==> src/sfs_pkg.sv <==
package sfs_pkg;

  localparam int unsigned NUM_CH  = 6;
  localparam int unsigned ORDER_W = 8;
  localparam int unsigned DATA_W  = 8;

  // Register map of the monitor status block.
  localparam logic [7:0] ADDR_GLOBAL_SOURCE = 8'h10;
  localparam logic [7:0] ADDR_MONITOR_SUM   = 8'h11;
  localparam logic [7:0] ADDR_FAST_UV_FLAGS = 8'h12;

  // Bit positions in the monitor fault summary.
  localparam int unsigned SUM_POWER_UP_BIT   = 7;
  localparam int unsigned SUM_POWER_DOWN_BIT = 6;
  localparam int unsigned SUM_WAKE_BIT       = 5;
  localparam int unsigned SUM_DOZE_BIT       = 4;
  localparam int unsigned SUM_SLOW_OV_BIT    = 3;
  localparam int unsigned SUM_FAST_OV_BIT    = 2;
  localparam int unsigned SUM_SLOW_UV_BIT    = 1;
  localparam int unsigned SUM_FAST_UV_BIT    = 0;

  // Bit position of the monitor cause in the global source.
  localparam int unsigned SRC_MONITOR_BIT = 0;

  // Reset values; the hardware leaves them undefined, zero is used here.
  localparam logic [NUM_CH-1:0] FLAGS_RESET = 6'h00;
  localparam logic [DATA_W-1:0] DATA_RESET  = 8'h00;

  typedef struct packed {
    logic                        wr;
    logic                        rd;
    logic [7:0]                  addr;
    logic [DATA_W-1:0]           wdata;
  } sfs_reg_req_t;

  typedef struct packed {
    logic [NUM_CH-1:0][ORDER_W-1:0] logged;
    logic [NUM_CH-1:0][ORDER_W-1:0] expected;
  } sfs_order_set_t;

  typedef struct packed {
    sfs_order_set_t power_up;
    sfs_order_set_t power_down;
    sfs_order_set_t wake;
    sfs_order_set_t doze;
  } sfs_seq_in_t;

  typedef struct packed {
    logic [NUM_CH-1:0] slow_ov;
    logic [NUM_CH-1:0] fast_ov;
    logic [NUM_CH-1:0] slow_uv;
  } sfs_volt_flags_t;

endpackage

==> src/sfs_monitor.sv <==
// Contract
// - Summary bit 7 ORs power-up order faults.
// - Flag rail when power-up log differs expected.
// - Summary bit 6 ORs power-down order faults.
// - Flag rail when power-down log differs expected.
// - Summary bit 5 ORs wake order faults.
// - Flag rail when wake log differs expected.
// - Summary bit 4 ORs doze order faults.
// - Flag rail when doze log differs expected.
// - Summary bit 3 ORs slow overvoltage flags.
// - Summary bit 2 ORs fast overvoltage flags.
// - Summary bit 1 ORs slow undervoltage flags.
// - Summary bit 0 ORs fast undervoltage flags.
// - Summary is read-only, derived from detail bits.
// - Fast undervoltage bit sets below channel threshold while its enable is set.
// - Recovery alone never clears fast undervoltage bit.
// - Clear works only once voltage recovered.
// - Disabled channel bit reads zero.
// - Global source bit 0 ORs summary.
// - Interrupt line low only when source nonzero.
module sfs_monitor (
  input  wire logic                          CLK,
  input  wire logic                          RESET,
  input  wire sfs_pkg::sfs_reg_req_t         REG_REQ,
  input  wire sfs_pkg::sfs_seq_in_t          SEQ_ORDERS,
  input  wire sfs_pkg::sfs_volt_flags_t      CHANNEL_FLAGS,
  input  wire logic [sfs_pkg::NUM_CH-1:0]    FAST_UV_BELOW,
  input  wire logic [sfs_pkg::NUM_CH-1:0]    FAST_UV_IRQ_ENABLE,
  output logic      [sfs_pkg::DATA_W-1:0]    REG_RDATA,
  output logic                               REG_RVALID,
  output logic      [sfs_pkg::DATA_W-1:0]    FAULT_SUMMARY,
  output logic                               INTERRUPT_OUT_LOW_OUT,
  output logic                               INTERRUPT_OUT_LOW_OE
);

  typedef struct packed {
    logic [sfs_pkg::DATA_W-1:0] rdata;
    logic                       rvalid;
    logic [sfs_pkg::DATA_W-1:0] summary;
    logic                       pin_level;
    logic                       pin_drive;
  } sfs_mon_state_t;

  sfs_mon_state_t state_q;
  sfs_mon_state_t state_d;

  logic [sfs_pkg::NUM_CH-1:0] up_detail;
  logic [sfs_pkg::NUM_CH-1:0] down_detail;
  logic [sfs_pkg::NUM_CH-1:0] wake_detail;
  logic [sfs_pkg::NUM_CH-1:0] doze_detail;
  logic [sfs_pkg::NUM_CH-1:0] fast_uv_flags;
  logic [sfs_pkg::DATA_W-1:0] summary;
  logic [sfs_pkg::DATA_W-1:0] global_source;
  logic                       fast_uv_clear;

  // Aligns a per-channel detail register into an 8-bit read word.
  function automatic logic [sfs_pkg::DATA_W-1:0] chan_word(input logic [sfs_pkg::NUM_CH-1:0] bits);
    chan_word = {{(sfs_pkg::DATA_W - sfs_pkg::NUM_CH){1'b0}}, bits};
  endfunction

  function automatic logic is_write(input sfs_pkg::sfs_reg_req_t req, input logic [7:0] addr);
    is_write = req.wr && (req.addr == addr);
  endfunction

  sfs_order_check u_power_up (
    .clk      (CLK),
    .reset    (RESET),
    .orders   (SEQ_ORDERS.power_up),
    .mismatch (up_detail)
  );

  sfs_order_check u_power_down (
    .clk      (CLK),
    .reset    (RESET),
    .orders   (SEQ_ORDERS.power_down),
    .mismatch (down_detail)
  );

  sfs_order_check u_wake (
    .clk      (CLK),
    .reset    (RESET),
    .orders   (SEQ_ORDERS.wake),
    .mismatch (wake_detail)
  );

  sfs_order_check u_doze (
    .clk      (CLK),
    .reset    (RESET),
    .orders   (SEQ_ORDERS.doze),
    .mismatch (doze_detail)
  );

  // Only a write to the fast undervoltage address reaches the flags; a write
  // to the summary or global source address decodes to nothing.
  assign fast_uv_clear = is_write(REG_REQ, sfs_pkg::ADDR_FAST_UV_FLAGS);

  sfs_uv_flags u_fast_uv (
    .clk        (CLK),
    .reset      (RESET),
    .below      (FAST_UV_BELOW),
    .enable     (FAST_UV_IRQ_ENABLE),
    .clear_wr   (fast_uv_clear),
    .clear_mask (REG_REQ.wdata[sfs_pkg::NUM_CH-1:0]),
    .flags      (fast_uv_flags)
  );

  always_comb begin
    summary = '0;
    summary[sfs_pkg::SUM_POWER_UP_BIT]   = |up_detail;
    summary[sfs_pkg::SUM_POWER_DOWN_BIT] = |down_detail;
    summary[sfs_pkg::SUM_WAKE_BIT]       = |wake_detail;
    summary[sfs_pkg::SUM_DOZE_BIT]       = |doze_detail;
    summary[sfs_pkg::SUM_SLOW_OV_BIT]    = |CHANNEL_FLAGS.slow_ov;
    summary[sfs_pkg::SUM_FAST_OV_BIT]    = |CHANNEL_FLAGS.fast_ov;
    summary[sfs_pkg::SUM_SLOW_UV_BIT]    = |CHANNEL_FLAGS.slow_uv;
    summary[sfs_pkg::SUM_FAST_UV_BIT]    = |fast_uv_flags;
  end

  // Other interrupt causes live outside this block and read as zero here.
  always_comb begin
    global_source = '0;
    global_source[sfs_pkg::SRC_MONITOR_BIT] = |summary;
  end

  always_comb begin
    state_d           = state_q;
    state_d.rvalid    = REG_REQ.rd;
    state_d.summary   = summary;
    state_d.pin_drive = global_source != '0;
    state_d.pin_level = !(global_source != '0);
    if (REG_REQ.rd) begin
      unique case (REG_REQ.addr)
        sfs_pkg::ADDR_GLOBAL_SOURCE: state_d.rdata = global_source;
        sfs_pkg::ADDR_MONITOR_SUM:   state_d.rdata = summary;
        sfs_pkg::ADDR_FAST_UV_FLAGS: state_d.rdata = chan_word(fast_uv_flags);
        default:                     state_d.rdata = sfs_pkg::DATA_RESET;
      endcase
    end
  end

  always_ff @(posedge CLK) begin
    if (RESET) begin
      state_q.rdata     <= sfs_pkg::DATA_RESET;
      state_q.rvalid    <= 1'b0;
      state_q.summary   <= sfs_pkg::DATA_RESET;
      state_q.pin_level <= 1'b1;
      state_q.pin_drive <= 1'b0;
    end else begin
      state_q <= state_d;
    end
  end

  assign REG_RDATA             = state_q.rdata;
  assign REG_RVALID            = state_q.rvalid;
  assign FAULT_SUMMARY         = state_q.summary;
  assign INTERRUPT_OUT_LOW_OUT = state_q.pin_level;
  assign INTERRUPT_OUT_LOW_OE  = state_q.pin_drive;
endmodule

==> src/sfs_order_check.sv <==
module sfs_order_check (
  input  wire logic                    clk,
  input  wire logic                    reset,
  input  wire sfs_pkg::sfs_order_set_t orders,
  output logic [sfs_pkg::NUM_CH-1:0]   mismatch
);

  typedef struct packed {
    logic [sfs_pkg::NUM_CH-1:0] mismatch;
  } sfs_oc_state_t;

  sfs_oc_state_t state_q;
  sfs_oc_state_t state_d;

  always_comb begin
    state_d = state_q;
    for (int i = 0; i < sfs_pkg::NUM_CH; i++) begin
      state_d.mismatch[i] = orders.logged[i] != orders.expected[i];
    end
  end

  always_ff @(posedge clk) begin
    if (reset) begin
      state_q <= '0;
    end else begin
      state_q <= state_d;
    end
  end

  assign mismatch = state_q.mismatch;
endmodule

==> src/sfs_uv_flags.sv <==
module sfs_uv_flags (
  input  wire logic                       clk,
  input  wire logic                       reset,
  input  wire logic [sfs_pkg::NUM_CH-1:0] below,
  input  wire logic [sfs_pkg::NUM_CH-1:0] enable,
  input  wire logic                       clear_wr,
  input  wire logic [sfs_pkg::NUM_CH-1:0] clear_mask,
  output logic      [sfs_pkg::NUM_CH-1:0] flags
);

  typedef struct packed {
    logic [sfs_pkg::NUM_CH-1:0] raw;
  } sfs_uv_state_t;

  sfs_uv_state_t state_q;
  sfs_uv_state_t state_d;
  logic [sfs_pkg::NUM_CH-1:0] clr;

  // A clear only takes effect on channels that have recovered, so a clear
  // racing a new fault never loses it.
  always_comb begin
    state_d = state_q;
    clr     = clear_wr ? (clear_mask & ~below) : '0;
    state_d.raw = (state_q.raw & ~clr) | (below & enable);
  end

  always_ff @(posedge clk) begin
    if (reset) begin
      state_q.raw <= sfs_pkg::FLAGS_RESET;
    end else begin
      state_q <= state_d;
    end
  end

  assign flags = state_q.raw & enable;
endmodule

==> config.mk <==
export PLATFORM = sky130hd
export DESIGN_NAME = sfs_monitor
export DESIGN_NICKNAME = d
export VERILOG_FILES = /design/src/sfs_pkg.sv /design/src/sfs_monitor.sv /design/src/sfs_order_check.sv /design/src/sfs_uv_flags.sv
export SDC_FILE = /design/constraint.sdc
export NUM_CORES = 1
export LEC_CHECK = 0
export ABC_AREA = 1
export CORE_AREA = 4 4 176 178
export DETAILED_ROUTE_END_ITERATION = 6
export DIE_AREA = 0 0 180 182
export DONT_BUFFER_PORTS = 1
export PLACE_DENSITY = 0.34
export SYNTH_ARGS = -nofsm -noshare
export SYNTH_HDL_FRONTEND = slang
export SYNTH_SLANG_ARGS = --single-unit
export TNS_END_PERCENT = 50
==> constraint.sdc <==
create_clock -name CLK -period 1.6 [get_ports CLK]
set_clock_uncertainty 0.1 [all_clocks]
set_input_delay 0.24 -clock CLK [delete_from_list [all_inputs] [get_ports CLK]]
set_output_delay 0.24 -clock CLK [all_outputs]
set_load 0.02 [all_outputs]
==> run summary <==
Route
- remaining antenna violation count after routing: 0
- post-detailed-route via-to-cell ratio: 3.80
- first-pass detailed-route iteration total: 4
- total via count after detailed routing: 3569
- DRC violation count after routing: 0
- violation count after the first detailed-route iteration: 43
- final wirelength: 17000 µm
- routed len/inst: 18.1 µm

Yosys
- number of distinct library cell variants in the gate-level netlist after synthesis: 28
- fraction of post-synthesis cell area in the top cell type by area: 38.0%
- number of nets in the synthesized netlist: 967
- top cells by area, synth: sky130_fd_sc_hd__xor2_1, sky130_fd_sc_hd__dfxtp_1, sky130_fd_sc_hd__nor2_1
- per-instance average area after synthesis: 7.44 µm²
- cell type contributing the most total cell area after synthesis: sky130_fd_sc_hd__xor2_1
- flip-flop and latch count after synthesis: 49
- Synth warnings: 0
- portion of the post-synthesis area used by sequential elements: 24.7%
- instance count of the mapped netlist: 533
- netlist area before placement: 0.00397 mm²

Final layout
- Final Instance Area: 0.00472 mm²
- most frequent cells in the layout: sky130_fd_sc_hd__xor2_1, sky130_fd_sc_hd__nor2_1, sky130_fd_sc_hd__nand2_1
- Sequential cell area: 981 µm²
- final net count: 982
- layout-stage area growth over the synthesis result: 19.2%
- total of fill cells in the finished design: 3326
- leading cell type in the layout, fill and taps excluded: sky130_fd_sc_hd__xor2_1
- Multi-input gate area: 0.00278 mm²
- final core utilization: 16.1%
- fraction of layout cells with a size suffix above 1: 4.74%

Pwr
- Pleak: 0.00191 µW
- highest ir drop seen on vdd: 0.000398 V
- Power Dens Cells: 649 mW/mm²
- Total Power: 3070 µW

Global route
- first-pass GRT wire length: 22600 µm
- via count of the first global-routing pass: 3780
- largest net degree at the start of global routing: 33
- Total GRT Usage: 9.35%
- grt ovf: 0
- antenna violations before repair: 1

Worst setup path
- endpoint arrival time on the critical path: 1.54 ns
- startpoint-to-endpoint class of the critical path: flip-flop to flip-flop
- worst-path cell chain: or2_1, nor2_2, nand2_1, nor2_2, nand2_1, nand2_1, nand2_1, nand2_1, a21oi_2
- critical-path cell with the highest stage delay: sky130_fd_sc_hd__dfxtp_1
- cell occurring most often along the worst timing path: sky130_fd_sc_hd__nand2_1
- first element of the critical path: u_wake.mismatch[5]$_SDFF_PP0_
- critical path startpoint category: flip-flop
- endpoint required time on the critical path: 1.69 ns
- count of buffer and inverter cells on the critical path: 0
- max incr delay on CP: 0.30 ns
- CP delay by family, top: simple AND/OR/NAND/NOR gates
- worst-path maximum fanout: 2
- endpoint class of the critical path: flip-flop
- R2R Path Start: u_wake.mismatch[5]$_SDFF_PP0_

Hold path
- worst min-delay path category: primary input to flip-flop
- Hold Startpoint: FAST_UV_IRQ_ENABLE[2]

Floorplanning
- num ports: 453
- Die Span Y: 182 µm
- std cell rows: 63
- CORE AREA: 0.0294 mm²
- effective utilization at floorplan: 13.5%
- Die ar.: 0.0328 mm²
- DIE WIDTH: 180 µm

STA
- max-slew violation total from the final report: 0
- Max Freq: 689 MHz
- Worst Setup Slack, final: 0.148 ns
- fraction of the cycle the final worst path needs: 90.7%
- endpoints failing hold: 0
- headroom to the max-slew limit: 65.5%
- Final Setup Violations: 0
- worst hold slack: 0.0273 ns
- transition time of the tightest slew-check pin: 0.516 ns
- post-route minimum period: 1.45 ns

Flow run
- number of maximum-capacitance constraint violations: 0

Clock tree
- maximum clock insertion buffer count: 2
- clk_lat worst skew: 0.30 ns
- postcts setup bufs: 0
- H-tree level count: 2
- register clock-pin slew on the reported worst setup and hold paths: 0.07 ns
- Clock Sinks: 49
- TritonCTS clock tree: built
- number of buffers created by CTS: 5
- clock root buffer: sky130_fd_sc_hd__clkbuf_16

Placement
- placed instance area: 0.00446 mm²
- placed wire-length estimate after detailed placement: 14900 µm
- Setup Slack @ Placement: 0.0425 ns
- input/output buffers: 0
- Final Wtd Congestion: 0.753

Status
- result of the run: finished, final reports clean

flip-flops by register name (all words and copies together), names as in the netlist:
register,flops
REG_RVALID,1
u_doze.mismatch,6
INTERRUPT_OUT_LOW_OUT,1
FAULT_SUMMARY,8
u_power_up.mismatch,6
u_fast_uv.state_q,6
REG_RDATA,8
u_wake.mismatch,6
INTERRUPT_OUT_LOW_OE,1
u_power_down.mismatch,6
layer usage:
layer / global-route usage (%) / vias up / routed length, µm
met5: 0 / - / 0
li1: - / 1752 / -
met4: 2.01 / 0 / 123
met1: 10.2 / 1567 / 6270
met3: 2.88 / 8 / 1520
met2: 17.7 / 242 / 9120
cell type report:
cell class	instances	share of cell area [%]
diodes	1	0.0530
clock buffers	6	2.94
clock inverters	2	0.291
inverters	50	3.97
multi-input cells	428	58.7
flip-flops and latches	49	20.8
well taps	390	10.3
repair buffers	14	2.91
cell families (layout without fill, tap and decap cells):
family                    Yosys count  after routing  share of synthesized area [%]
DFF                                49             49                           24.7
buffers and inverters              56             72                           5.58
xor gates and xnor gates          172            172                           38.0
other                               0              1                              0
AOI/OAI and AO/OA                  55             55                           7.67
and+or+nand+nor                   201            201                           24.0
final timing paths:
check	to	slack [ns]	cells past startpoint
max	REG_RDATA[0]$_SDFFE_PP0P_	0.15	9
min	u_fast_uv.state_q[2]$_SDFF_PP0_	0.03	2
max reg2reg	REG_RDATA[0]$_SDFFE_PP0P_	0.15	9
min reg2reg	u_fast_uv.state_q[4]$_SDFF_PP0_	0.42	2
cell usage after synthesis, drive strengths merged:
cell    count
nor3b      10
nor2       70
clkbuf      4
nand2      59
nor3       12
a31oi       9
buf         2
a21oi      27
xor2      172
a41oi       1
nand4       1
nand3       5
dfxtp      49
or2         6
nor4       38
clkinv      1
o22ai       5
o21ai      13
inv        49
power breakdown:
group          total (µW)  leakage [µW]  internal, µW  switching, µW
sequential           1320      0.000409          1280           44.0
combinational         606       0.00143           306            299
clock                1140     0.0000768           624            512
stage by stage:
stage	cells	setup TNS [ns]
after floorplan	533	0
after global placement	922	0
after detailed placement	922	0
after CTS	939	0
after global routing	940	-0.000351
final	940	0
worst register-to-register path, stage by stage, from the launching register on:
cell and delay (ns):
sky130_fd_sc_hd__dfxtp_1 0.30, sky130_fd_sc_hd__or2_1 0.24, sky130_fd_sc_hd__nor2_2 0.15, sky130_fd_sc_hd__nand2_1 0.11, sky130_fd_sc_hd__nor2_2 0.14, sky130_fd_sc_hd__nand2_1 0.08
sky130_fd_sc_hd__nand2_1 0.06, sky130_fd_sc_hd__nand2_1 0.05, sky130_fd_sc_hd__nand2_1 0.06, sky130_fd_sc_hd__a21oi_2 0.05
repair_timing:
item	4_1_cts	5_1_grt
hold buffers	9	0
gates resized for setup	0	5
hold endpoints to repair	38	0
setup endpoints to repair	0	1
No activity file was read; power rests on OpenSTA's default activity.
